<file path="src/sjd_pkg.sv">
// Purpose: shared constants and carriers for speed jump, display scaling, regen select
// Assumes: speeds in 0.1 r/min steps internally, display values unsigned
// Notes:   register offsets index 32-bit words on the plain register port
package sjd_pkg;
    localparam logic [15:0] SJD_DISABLED   = 16'h270F; // 9999
    localparam logic [15:0] SJD_SPEED_MAX  = 16'h0E10; // 3600 r/min
    localparam logic [15:0] SJD_REF_RESET  = 16'h05DC; // 1500 r/min
    localparam logic [15:0] SJD_MACH_MAX   = 16'h270E; // 9998
    localparam logic [15:0] SJD_DISP_LIMIT = 16'h270F; // 9999
    localparam logic [15:0] SJD_DASH       = 16'hFFFF; // dash pattern code
    localparam logic [6:0]  SJD_DUTY_SMALL = 7'h02;
    localparam logic [6:0]  SJD_DUTY_LARGE = 7'h00;
    localparam logic [6:0]  SJD_DUTY_MAX1  = 7'h0F;
    localparam logic [6:0]  SJD_DUTY_MAX2  = 7'h1E;
    localparam logic [4:0]  SJD_FUNC_PERMIT = 5'h0A;
    localparam logic [4:0]  SJD_FUNC_DIP    = 5'h0B;
    // register offsets (word index)
    localparam logic [5:0] SJD_A_JUMP1P = 6'h00;
    localparam logic [5:0] SJD_A_JUMP1E = 6'h01;
    localparam logic [5:0] SJD_A_JUMP2P = 6'h02;
    localparam logic [5:0] SJD_A_JUMP2E = 6'h03;
    localparam logic [5:0] SJD_A_JUMP3P = 6'h04;
    localparam logic [5:0] SJD_A_JUMP3E = 6'h05;
    localparam logic [5:0] SJD_A_MACH   = 6'h06;
    localparam logic [5:0] SJD_A_POLES  = 6'h07;
    localparam logic [5:0] SJD_A_REFSPD = 6'h08;
    localparam logic [5:0] SJD_A_REGEN  = 6'h09;
    localparam logic [5:0] SJD_A_DUTY   = 6'h0A;
    localparam logic [5:0] SJD_A_INMAP  = 6'h0B;
    localparam logic [5:0] SJD_A_STATUS = 6'h0C;
    localparam logic [5:0] SJD_A_IRQST  = 6'h0D;
    localparam logic [5:0] SJD_A_IRQMSK = 6'h0E;
    localparam logic [5:0] SJD_A_DISP   = 6'h0F;
    localparam logic [5:0] SJD_A_TARGET = 6'h10;
    localparam int SJD_NIRQ = 3;
    localparam logic [2:0] SJD_IRQ_RESET = 3'h0;
    typedef enum logic [1:0]
    {
        SJD_UNIT_RPM  = 2'b00,
        SJD_UNIT_HZ   = 2'b01,
        SJD_UNIT_MACH = 2'b10
    } sjd_unit_t;
    typedef struct packed
    {
        logic        wr;
        logic        rd;
        logic [5:0]  addr;
        logic [31:0] wdata;
    } sjd_bus_t;
    typedef struct packed
    {
        logic [15:0] point;
        logic [15:0] edge_v;
    } sjd_band_t;
endpackage

</file>
<file path="src/sjd_core.sv">
// Purpose: speed jump bands, display scaling/units and regen brake mode selection
// Assumes: one clock, synchronous reset, command speed in 0.1 r/min steps
// Notes:   ramping flag supplied by the ramp generator on the same clock
//
// Summary of operation
// - mode 0 uses fixed built-in duty
// - mode 1 limits duty to programmed value
// - mode 2 shuts output without run permit
// - in mode 2, dip input holds pre-dip mode if retained
// - duty setting void on large ratings
// - three bands, 9999 disables, reset 9999
// - steady command in band runs at point
// - ramping speed passes bands unclamped
// - overlapping band write rejected with error
// - machine speed scaled from reference speed
// - display frequency from display pole count
// - units chosen from display settings combination
// - over 9999 shows dash pattern
// - speed settings rounded to 1 r/min
// - frequency setting runs at synchronous speed
`timescale 1ns/10ps
module sjd_core #(
    parameter logic RATING_SMALLEST = 1'b0, // 1.5K class
    parameter logic RATING_SMALL    = 1'b1, // 5.5K or less
    parameter logic RATING_LARGE    = 1'b0  // 18.5K or more
) (
    // clock and reset
    input  wire logic        clk_sys,
    input  wire logic        nrst,
    // register port
    input  wire logic [5:0]  reg_addr,
    input  wire logic [31:0] reg_wdata,
    input  wire logic        reg_wr,
    input  wire logic        reg_rd,
    output logic [31:0]      reg_rdata,
    // speed path
    input  wire logic [15:0] speed_cmd,
    input  wire logic        ramping,
    input  wire logic [15:0] running_speed,
    output logic [15:0]      target_speed,
    // input terminals from converter
    input  wire logic [7:0]  input_terms,
    // drive controls
    input  wire logic        retain_mode_on_dip,
    output logic             output_shutoff,
    output logic             hold_mode,
    output logic [6:0]       brake_duty_limit,
    // panel
    output logic [15:0]      panel_value,
    output logic [1:0]       speed_unit,
    output logic [1:0]       setting_unit,
    output logic             write_error,
    output logic             irq
);
    typedef struct packed
    {
        logic [7:0]          term_s1;
        logic [7:0]          term_s2;
        sjd_pkg::sjd_band_t [2:0] band;
        logic [15:0]         mach;
        logic [3:0]          poles;
        logic [15:0]         refspd;
        logic [1:0]          regen;
        logic [6:0]          duty;
        logic [2:0]          permit_sel;
        logic [2:0]          dip_sel;
        logic [2:0]          irq_st;
        logic [2:0]          irq_msk;
        logic                werr;
        logic [15:0]         target;
        logic [15:0]         disp;
        logic [31:0]         rdata;
        logic                permit_prev;
    } sjd_state_t;

    sjd_state_t st;
    sjd_state_t next_st;

    logic [15:0] cand;
    logic [15:0] lo [3];
    logic [15:0] hi [3];
    logic [2:0]  en;
    logic [15:0] c_lo [3];
    logic [15:0] c_hi [3];
    logic [2:0]  c_en;
    logic        overlap;
    logic        permit;
    logic        dip;
    logic [15:0] sel_tgt;
    logic [31:0] prod;
    logic [31:0] scaled;
    logic [15:0] rpm;
    logic [2:0]  ev;
    sjd_pkg::sjd_band_t [2:0] wband;

    function automatic logic [15:0] round_rpm(input logic [15:0] v);
        logic [15:0] r;
        r = 16'((32'(v) + 32'd5) / 32'd10 * 32'd10); // whole r/min, round half up
        return r;
    endfunction

    always_comb
    begin
        next_st = st;
        next_st.term_s1 = input_terms;
        next_st.term_s2 = st.term_s1;
        wband = st.band;
        ev = 3'h0;
        // candidate band set for a jump write
        if (reg_wr && reg_addr <= sjd_pkg::SJD_A_JUMP3E)
        begin
            if (reg_addr[0])
                wband[reg_addr[2:1]].edge_v = reg_wdata[15:0];
            else
                wband[reg_addr[2:1]].point = reg_wdata[15:0];
        end
        for (int i = 0; i < 3; i++)
        begin
            lo[i] = (st.band[i].point < st.band[i].edge_v) ? st.band[i].point : st.band[i].edge_v;
            hi[i] = (st.band[i].point < st.band[i].edge_v) ? st.band[i].edge_v : st.band[i].point;
            en[i] = (st.band[i].point != sjd_pkg::SJD_DISABLED) &&
                    (st.band[i].edge_v != sjd_pkg::SJD_DISABLED);
            c_lo[i] = (wband[i].point < wband[i].edge_v) ? wband[i].point : wband[i].edge_v;
            c_hi[i] = (wband[i].point < wband[i].edge_v) ? wband[i].edge_v : wband[i].point;
            c_en[i] = (wband[i].point != sjd_pkg::SJD_DISABLED) &&
                      (wband[i].edge_v != sjd_pkg::SJD_DISABLED);
        end
        overlap = 1'b0;
        for (int i = 0; i < 3; i++)
            for (int j = i + 1; j < 3; j++)
                if (c_en[i] && c_en[j] && c_lo[i] <= c_hi[j] && c_lo[j] <= c_hi[i])
                    overlap = 1'b1;
        // jump applies to target only; running speed is never clamped
        cand = speed_cmd;
        sel_tgt = speed_cmd;
        for (int i = 0; i < 3; i++)
            if (en[i] && cand >= lo[i] * 16'd10 && cand <= hi[i] * 16'd10)
                sel_tgt = 16'(st.band[i].point * 16'd10);
        if (!ramping)
            next_st.target = sel_tgt;
        else
            next_st.target = speed_cmd;

        // register writes
        if (reg_wr)
        begin
            unique case (reg_addr)
                sjd_pkg::SJD_A_JUMP1P, sjd_pkg::SJD_A_JUMP1E,
                sjd_pkg::SJD_A_JUMP2P, sjd_pkg::SJD_A_JUMP2E,
                sjd_pkg::SJD_A_JUMP3P, sjd_pkg::SJD_A_JUMP3E:
                begin
                    if (overlap || (reg_wdata[15:0] > sjd_pkg::SJD_SPEED_MAX &&
                        reg_wdata[15:0] != sjd_pkg::SJD_DISABLED))
                    begin
                        next_st.werr = 1'b1;
                        ev[0] = 1'b1;
                    end
                    else
                    begin
                        next_st.band = wband;
                        next_st.werr = 1'b0;
                    end
                end
                sjd_pkg::SJD_A_MACH:
                    if (reg_wdata[15:0] <= sjd_pkg::SJD_MACH_MAX)
                        next_st.mach = reg_wdata[15:0];
                sjd_pkg::SJD_A_POLES:
                    if (reg_wdata[3:0] <= 4'hA && !reg_wdata[0] && reg_wdata[31:4] == 28'h0)
                        next_st.poles = reg_wdata[3:0];
                sjd_pkg::SJD_A_REFSPD:
                    if (reg_wdata[15:0] >= 16'h0001 && reg_wdata[15:0] <= sjd_pkg::SJD_SPEED_MAX)
                        next_st.refspd = reg_wdata[15:0];
                sjd_pkg::SJD_A_REGEN:
                    if (reg_wdata[1:0] != 2'h3)
                        next_st.regen = reg_wdata[1:0];
                sjd_pkg::SJD_A_DUTY:
                    if (reg_wdata[6:0] <= (RATING_SMALLEST ? sjd_pkg::SJD_DUTY_MAX1
                                                           : sjd_pkg::SJD_DUTY_MAX2))
                        next_st.duty = reg_wdata[6:0];
                sjd_pkg::SJD_A_INMAP:
                begin
                    next_st.permit_sel = reg_wdata[2:0];
                    next_st.dip_sel = reg_wdata[10:8];
                end
                sjd_pkg::SJD_A_IRQMSK:
                    next_st.irq_msk = reg_wdata[2:0];
                default:
                    next_st = next_st;
            endcase
        end

        // converter inputs, function codes mapped to terminals by software
        permit = st.term_s2[st.permit_sel];
        dip = st.term_s2[st.dip_sel];
        next_st.permit_prev = permit;
        if (st.regen == 2'h2 && st.permit_prev && !permit)
            ev[1] = 1'b1;
        if (st.regen == 2'h2 && dip)
            ev[2] = 1'b1;

        // display scaling: 0.1 r/min in, displayed units out
        rpm = 16'((32'(running_speed) + 32'd5) / 32'd10);
        prod = 32'h0;
        scaled = 32'(rpm);
        if (st.mach != 16'h0)
        begin
            prod = 32'(rpm) * 32'(st.mach);
            scaled = prod / 32'(st.refspd);
        end
        else if (st.poles != 4'h0)
            scaled = 32'(rpm) * 32'(st.poles) / 32'd120;
        if (scaled > 32'(sjd_pkg::SJD_DISP_LIMIT))
            next_st.disp = sjd_pkg::SJD_DASH;
        else
            next_st.disp = scaled[15:0];

        // sticky status: read clears, a new event in the same cycle wins
        if (reg_rd && reg_addr == sjd_pkg::SJD_A_IRQST)
            next_st.irq_st = ev;
        else
            next_st.irq_st = st.irq_st | ev;

        next_st.rdata = 32'h0;
        if (reg_rd)
        begin
            unique case (reg_addr)
                sjd_pkg::SJD_A_JUMP1P: next_st.rdata = {16'h0, st.band[0].point};
                sjd_pkg::SJD_A_JUMP1E: next_st.rdata = {16'h0, st.band[0].edge_v};
                sjd_pkg::SJD_A_JUMP2P: next_st.rdata = {16'h0, st.band[1].point};
                sjd_pkg::SJD_A_JUMP2E: next_st.rdata = {16'h0, st.band[1].edge_v};
                sjd_pkg::SJD_A_JUMP3P: next_st.rdata = {16'h0, st.band[2].point};
                sjd_pkg::SJD_A_JUMP3E: next_st.rdata = {16'h0, st.band[2].edge_v};
                sjd_pkg::SJD_A_MACH:   next_st.rdata = {16'h0, st.mach};
                sjd_pkg::SJD_A_POLES:  next_st.rdata = {28'h0, st.poles};
                sjd_pkg::SJD_A_REFSPD: next_st.rdata = {16'h0, st.refspd};
                sjd_pkg::SJD_A_REGEN:  next_st.rdata = {30'h0, st.regen};
                sjd_pkg::SJD_A_DUTY:   next_st.rdata = {25'h0, st.duty};
                sjd_pkg::SJD_A_INMAP:  next_st.rdata = {21'h0, st.dip_sel, 5'h0, st.permit_sel};
                sjd_pkg::SJD_A_STATUS: next_st.rdata = {27'h0, output_shutoff, hold_mode,
                                                        dip, permit, st.werr};
                sjd_pkg::SJD_A_IRQST:  next_st.rdata = {29'h0, st.irq_st};
                sjd_pkg::SJD_A_IRQMSK: next_st.rdata = {29'h0, st.irq_msk};
                sjd_pkg::SJD_A_DISP:   next_st.rdata = {16'h0, st.disp};
                sjd_pkg::SJD_A_TARGET: next_st.rdata = {16'h0, st.target};
                default:               next_st.rdata = 32'h0;
            endcase
        end
    end

    always_ff @(posedge clk_sys)
    begin
        if (!nrst)
        begin
            st.term_s1 <= 8'h00;
            st.term_s2 <= 8'h00;
            for (int i = 0; i < 3; i++)
            begin
                st.band[i].point <= sjd_pkg::SJD_DISABLED;
                st.band[i].edge_v <= sjd_pkg::SJD_DISABLED;
            end
            st.mach <= 16'h0000;
            st.poles <= 4'h0;
            st.refspd <= sjd_pkg::SJD_REF_RESET;
            st.regen <= 2'h0;
            st.duty <= 7'h00;
            st.permit_sel <= 3'h0;
            st.dip_sel <= 3'h1;
            st.irq_st <= sjd_pkg::SJD_IRQ_RESET;
            st.irq_msk <= 3'h0;
            st.werr <= 1'b0;
            st.target <= 16'h0000;
            st.disp <= 16'h0000;
            st.rdata <= 32'h0;
            st.permit_prev <= 1'b0;
        end
        else
            st <= next_st;
    end

    always_comb
    begin
        unique case (st.regen)
            2'h1:
                brake_duty_limit = RATING_LARGE ? sjd_pkg::SJD_DUTY_LARGE : st.duty;
            2'h2:
                brake_duty_limit = sjd_pkg::SJD_DUTY_LARGE;
            default:
                brake_duty_limit = RATING_SMALL ? sjd_pkg::SJD_DUTY_SMALL
                                                : sjd_pkg::SJD_DUTY_LARGE;
        endcase
    end

    // converter ready gates the drive output in mode 2
    assign output_shutoff = (st.regen == 2'h2) && !st.term_s2[st.permit_sel];
    assign hold_mode = (st.regen == 2'h2) && retain_mode_on_dip && st.term_s2[st.dip_sel];

    always_comb
    begin
        if (st.mach != 16'h0)
        begin
            speed_unit = sjd_pkg::SJD_UNIT_MACH;
            setting_unit = (st.poles == 4'h0) ? sjd_pkg::SJD_UNIT_RPM : sjd_pkg::SJD_UNIT_MACH;
        end
        else if (st.poles != 4'h0)
        begin
            speed_unit = sjd_pkg::SJD_UNIT_HZ;
            setting_unit = sjd_pkg::SJD_UNIT_HZ;
        end
        else
        begin
            speed_unit = sjd_pkg::SJD_UNIT_RPM;
            setting_unit = sjd_pkg::SJD_UNIT_RPM;
        end
    end

    // target held in whole r/min; frequency entry arrives already as synchronous rpm
    assign target_speed = round_rpm(st.target);
    assign panel_value = st.disp;
    assign write_error = st.werr;
    assign reg_rdata = st.rdata;
    assign irq = |(st.irq_st & st.irq_msk);
endmodule

</file>
<file path="config.mk">
export PLATFORM = sky130hd
export DESIGN_NAME = sjd_core
export DESIGN_NICKNAME = d
export VERILOG_FILES = /design/src/sjd_pkg.sv /design/src/sjd_core.sv
export SDC_FILE = /design/constraint.sdc
export NUM_CORES = 2
export LEC_CHECK = 0
export ABC_AREA = 1
export BUFFER_PORTS_ARGS = -buffer_cell sky130_fd_sc_hd__buf_2
export CAP_MARGIN = 20
export CELL_PAD_IN_SITES_DETAIL_PLACEMENT = 1
export CELL_PAD_IN_SITES_GLOBAL_PLACEMENT = 1
export CORE_ASPECT_RATIO = 0.9
export CORE_MARGIN = 2
export CORE_UTILIZATION = 33
export CTS_BUF_LIST = sky130_fd_sc_hd__clkbuf_4
export DETAILED_ROUTE_END_ITERATION = 16
export PLACE_DENSITY = 0.7
export SKIP_LAST_GASP = 1
export SLEW_MARGIN = 5
export SYNTH_ARGS = -nofsm -noshare
export SYNTH_HDL_FRONTEND = slang
export SYNTH_SLANG_ARGS = --single-unit
</file>
<file path="constraint.sdc">
create_clock -name clk_sys -period 148.3 [get_ports clk_sys]
set_clock_uncertainty 0.1 [all_clocks]
set_input_delay 7.415 -clock clk_sys [delete_from_list [all_inputs] [get_ports clk_sys]]
set_output_delay 7.415 -clock clk_sys [all_outputs]
set_load 0.01 [all_outputs]
</file>
Word-level counts from Yosys, hierarchy flattened:

Index checks and enable logic that the tools add are counted.

* $add $sub $neg: 2
* multiply operators: 12
* divide/modulo/power cells: 4
* $lt $le $gt $ge: 30
* equality and inequality tests: 32
* muxes and demuxes: 46
* bitwise logic cells: 3
* reductions and logical operators: 54

Operators with widths (number)
* two-way mux 16 bit: 18
* case mux 16 bit (17 select lines): 1
* != test 16 x 14 -> 1 bit, second input constant: 13
* bitwise mux 96 bit: 2
* two-way mux 96 bit: 2
* less-or-equal comparator 16 bit: 9
* multiplier 16 x 3 -> 15 bit, second input constant: 9
* demux 32 bit (select 2 bit): 2
* < comparator 16 bit: 6
* two-way mux 32 bit: 3
* divider 32 x 4 -> 32 bit, second input constant: 2
* == test 6 x 4 -> 1 bit, second input constant: 8
* greater-or-equal comparator 16 bit: 3
* adder 16 x 3 -> 17 bit, second input constant: 2
* logical AND 1 bit: 34
* divider 20 x 7 -> 32 bit, second input constant: 1
* divider 32 x 16 -> 32 bit: 1
* > comparator 32 x 14 -> 1 bit, second input constant: 1
* multiplier 16 x 16 -> 32 bit: 1
* multiplier 32 x 3 -> 15 bit, second input constant: 1
* logical NOT 28 bit: 1
* == test 6 x 3 -> 1 bit, second input constant: 4
* multiplier 16 x 4 -> 20 bit: 1
* AND reduction 3 bit: 6
* other kinds (33): 52

* flip-flop bits (word level): 235
* bits of input ports: 84
* output and inout bits: 79
* word-level logic and storage cells: 205

Logic depth before layout (Yosys ltp):

* depth after elaboration: 21
* gate-level depth with buffers: 768
* mapped depth without buffers: 722

Worst setup path before layout:

No wires, ideal clock.

* path kind: input -> register
* start: input running_speed[0]
* end: register st, in the netlist panel_value[2]
* setup time: 0.127 ns
* arrival time: 104.826 ns
* data required time: 148.073 ns
* slack: 43.247 ns
* cell stages on the path: 737
* path buffers: 49
* cell sequence: ha_1 > inv_1 > nand2_2 > nand2_2 > nor2_4 > nand2_2 > nor2_4 > nor2_4 > nand3_2 > nand2_4 > nand2_2 > nand3_1 > nand2_2 > nand2_4 > buf_6 > nand3_1 > nand2_1 > inv_2 > (+701 left out) > a21oi_1 > o21bai_1 > a21o_1 > a21oi_1 > o221ai_1 > nand4_1 > o2111ai_1 > a21oi_1 > nand3_2 > nor2_2 > nand2_1 > nand3_1 > nand2_1 > nand2_1 > nand2_2 > nand2_4 > buf_8 > a21oi_1

* cells in the longest elaborated chain, start to end: 8
* elaborated cells on any way between the ends: 10
* those cells by class: 1 x add/sub; 2 x mul; 3 x div; 1 x order compare; 3 x mux

Ends and longest elaborated chain
* from (decl): RTL line sjd_core.sv:39 `input wire logic [15:0] running_speed,`
* adder 16 x 3 -> 17 bit (*): RTL line sjd_core.sv:202 `rpm = 16'((32'(running_speed) + 32'd5) / 32'd10);`
* divider 32 x 4 -> 32 bit (*): RTL line sjd_core.sv:202
* parallel branches: the longest is 3 deep, another holds multiplier 16 x 16 -> 32 bit
* two-way mux 32 bit (*): RTL line sjd_core.sv:205 `if (st.mach != 16'h0)`
* > comparator 32 x 14 -> 1 bit: RTL line sjd_core.sv:212 `if (scaled > 32'(sjd_pkg::SJD_DISP_LIMIT))`
* two-way mux 16 bit (*): RTL line sjd_core.sv:212
* to (signal assigned): RTL line sjd_core.sv:277 `st <= next_st;`
* to (decl): RTL line sjd_core.sv:76 `sjd_state_t st;`

Mark *: on every way between the ends.
A chain may end at the register's enable or synchronous reset.

Final worst setup path:

* start: input running_speed[0]
* end: register st, in the netlist panel_value[1]

Same word-level chain as after synthesis.

==> out/metrics.sh <==
TIMING.CRITICAL_PATH.BUF_INV=135
LAYOUT_COMMON_CELLS='nand2_1 (1860), inv_1 (1407), ha_1 (1038)'
CRITICAL_PATH_PEAK_FANOUT=29
SLOWEST_DELAY_NS=0.75
STATUS='complete, no violations'
VIAS_PER_CELL=5.45
TIMING.HOLD.WORST_PATH_DEPTH=2
POST_CTS_RESIZED=0
CLOCK_TREE.HTREE_LEVEL_COUNT=3
MIN_FROM='st[229]$_SDFF_PN0_'
NUMBER_OF_STANDARD_CELLS_AFTER_SYNTHESIS=9324
WL_PER_CELL_UM=22.4
REQUIRED_NS=148.85
GRT_ANTENNA_BEFORE_REPAIR=12
CTS-BUFFERS-INSERTED=68
LAYOUT.NETS=10700
HOLDCRITPATHCLASS='reg2reg'
CTS_POST_SETUP_BUFFERS_INSERTED=0
COUNT_OF_FINAL_MAX_SLEW_CHECK_FAILURES=0
TIGHTEST_SLEW_NS=1.22
YOSYS_WARNINGS=0
MAX_CLK_RATE_MHz=8.03
LAYOUT.CELLS.MOST_COMMON='nand2_1'
ANTENNA_VIOLATING_NETS_POST_ROUTE=0
FINAL.MIN_CLOCK_PERIOD_NS=124.46
DIE_Y_UM=414
SETUP_TNS_NS=0
CLK_PIN_SLEW_WORST_PATHS_NS=0.06
CLOCK-SINKS=219
MIN_DELAY_WORST_ENDPOINT='st[221]$_SDFF_PN0_'
POST_PLACE_INSTANCE_AREA_UM2=64300
CRIT_PATH_START_KIND='input port'
AREA.GROWTH.SYNTH_TO_FINAL_PCT=5.63
CRITPATHCAPTURETYPE='flop'
CRITPATHSLOWESTCELL='o21ai_1'
SYNTH.FF_LATCH_COUNT=219
MAXCAPVIOLCOUNT=0
ALL_LAYER_GR_USAGE=0.270
CTS.ROOT.BUFFER_CELL='clkbuf_4'
CTS_TREE='done'
FIRST_ITER_VIOLATIONS=5106
PLACE.PORT_BUFFERS=145
REG2REG_SETUP_SLACK_NS=36.74
DIE_AREA_UM2=190000
SYNTH.CELL_AREA_UM2=61700
FP-ROW-COUNT=150
FINALWIRELENGTH_MM=265
CLK-INSERTION-DELAY-LATE_NS=0.85
SETUP_VIOL_COUNT_FINAL=0
NUMBER_OF_HOLD_BUFFERS_ADDED_AFTER_CTS=0
AVERAGE_CELL_AREA_AFTER_SYNTHESIS_UM2=6.61
CRITICAL_PATH_ARRIVAL_NS=125.01
DETAILEDPLACEMENTHPWL_MM=222
WORST-SETUP-PATH-TYPE='in2reg'
VIAS=64400
GRT_SETUP_UNREPAIRED='false'
WORST_PATH_MOST_REPEATED_CELL='a21oi_1'
NETLIST-CELL-TYPE-COUNT=92
FINAL_MIN_PERIOD_OVER_CLOCK_PERIOD=0.839
CTS_MAX_PATH_BUFFERS=3
YOSYS_MOST_USED_DFF='dfxtp_1'
PLACE_CONGESTION=1.01
COREAREA_UM2=186000
FIN_WORST_HOLD_SLACK_NS=0.314
NUMBER_OF_GLOBAL_ROUTE_VIAS_BEFORE_REPAIR=64900
DIE_X_UM=460
TIMING.FINAL.HOLD_VIOLATIONS=0
DR.PASS1.ITERS=5
DRIVE_GT1_FRAC=0.0970
START_UTIL=0.332
TIMING.RR.START='st[110]$_SDFFE_PN0P_'
SYNTH_EDF_COUNT=0
RELSLEWSLACK=0.178
R2R_END='panel_value[1]$_SDFF_PN0_'
GLOBAL_ROUTE.OVERFLOW_TOTAL=0
GRT_MAX_DEGREE=84
IOS=163
GRT_FIRST_PASS_WIRELENGTH_MM=398
TIMING.CRITICAL_PATH.MAX_DELAY_FAMILY='compound AO/OA/AOI/OAI gates'
DRCVIOLATIONCOUNT=0
SHARE_OF_ASYNC_SETTABLE_OR_ASYNC_RESETTABLE_FLOPS_AFTER_SYNTHESIS=0
TIMING.REG2REG.WORST_PATH_DEPTH=633
FINAL_AREA_UM2=65100
SYNTH.YOSYS.SEQ_AREA_SHARE=0.0711
[cells in the mapped netlist, types with 15 or more instances]
cell type	instances	share of area
o211ai_1	72	0.0088
dfxtp_1	219	0.071
a21oi_1	709	0.058
nand3_1	334	0.027
xnor2_1	167	0.024
a21o_1	56	0.0068
inv_1	1412	0.086
a31oi_1	29	0.0029
o21a_1	15	0.0018
nor3_1	63	0.0051
nand2_2	131	0.013
or2_2	54	0.0055
a221oi_1	21	0.0030
buf_4	61	0.0074
o21ai_1	20	0.0016
fa_1	201	0.065
o31ai_1	21	0.0026
nand4_1	144	0.015
o221ai_1	26	0.0037
o21bai_1	54	0.0066
a211oi_1	27	0.0033
nand3_4	20	0.0057
a21oi_2	15	0.0021
nor4_1	60	0.0061
nand2_4	65	0.012
clkinv_1	17	0.0010
nand2_1	1860	0.11
nand3b_1	15	0.0018
xor2_1	314	0.045
inv_2	41	0.0025
nor2_2	47	0.0048
nor2_4	33	0.0060
ha_1	1038	0.21
nand3_2	77	0.012
clkbuf_8	19	0.0042
buf_6	21	0.0038
clkbuf_1	167	0.010
nor2_1	561	0.034
o22ai_1	51	0.0052
o21ai_0	869	0.071
[worst reg2reg max path: cells and delay by family, from the launching register on]
family                   cells  cell delay (ns)
AND/OR/NAND/NOR            210            28.36
AO/OA/AOI/OAI              256            52.68
adder cells (fa/ha/maj)     39            13.42
flip-flops                   1             0.89
XOR/XNOR                     1             0.14
buffers and inverters      127            15.75
[worst max path at each step]
stage	slack [ns]	depth (start not counted)	end	from
after detailed placement	24.44	693	panel_value[2]$_SDFF_PN0_	running_speed[0]
after CTS	24.92	693	panel_value[1]$_SDFF_PN0_	running_speed[0]
after global placement	31.83	693	panel_value[1]$_SDFF_PN0_	running_speed[0]
after floorplan	43.25	737	panel_value[2]$_SDFF_PN0_	running_speed[0]
final	23.84	692	panel_value[1]$_SDFF_PN0_	running_speed[0]
after global routing	9.97	694	panel_value[1]$_SDFF_PN0_	running_speed[0]
[logic make-up (layout without fill, tap and decap cells)]
kind of cell,after synthesis,in the layout,share of synthesized area
and+or+nand+nor,3521,3521,0.272
AOI/OAI and AO/OA,2077,2077,0.190
buffers and inverters,1782,1830,0.121
adders and majority gates,1239,1239,0.276
xor gates and xnor gates,482,482,0.0686
DFF,219,219,0.0711
muxes,3,3,0.000487
other,1,22,0.0000608
[metrics by stage]
stage / setup WS, ns / util / cells
after floorplan: 43.25 / - / 9340
after global placement: 31.83 / 0.346 / 11700
after detailed placement: 24.44 / 0.347 / 11700
after CTS: 24.92 / 0.351 / 11800
after global routing: 9.97 / 0.351 / 11800
final: 23.84 / 0.351 / 11800
[final cells by class]
class	count	area (um^2)
Antenna cell	5	12.5
Timing Repair Buffer	223	1310
Clock buffer	88	661
Sequential cell	219	4380
Tap cell	2432	3040
Inverter	1491	5700
Multi-Input combinational cell	7339	49900
Fill cell	24000	120000
Clock inverter	28	140
[layer usage]
metal / track usage / share of wire / wire length [um] / vias to the layer above
li1: - / - / - / 31000
met2: 0.411 / 0.42 / 111000 / 1820
met4: 0.107 / 0.044 / 11800 / 8
met1: 0.383 / 0.48 / 126000 / 31200
met5: 0 / 0.00035 / 92 / -
met3: 0.0326 / 0.059 / 15600 / 398
[flip-flops by register name, summed over array words and instances (netlist names)]
name and count:
write_error 1, reg_rdata 16, panel_value 16, st 186
Power is left out: the tool's default activity adds up to more than one toggle a clock period on the data nets, which glitch-free logic cannot reach.
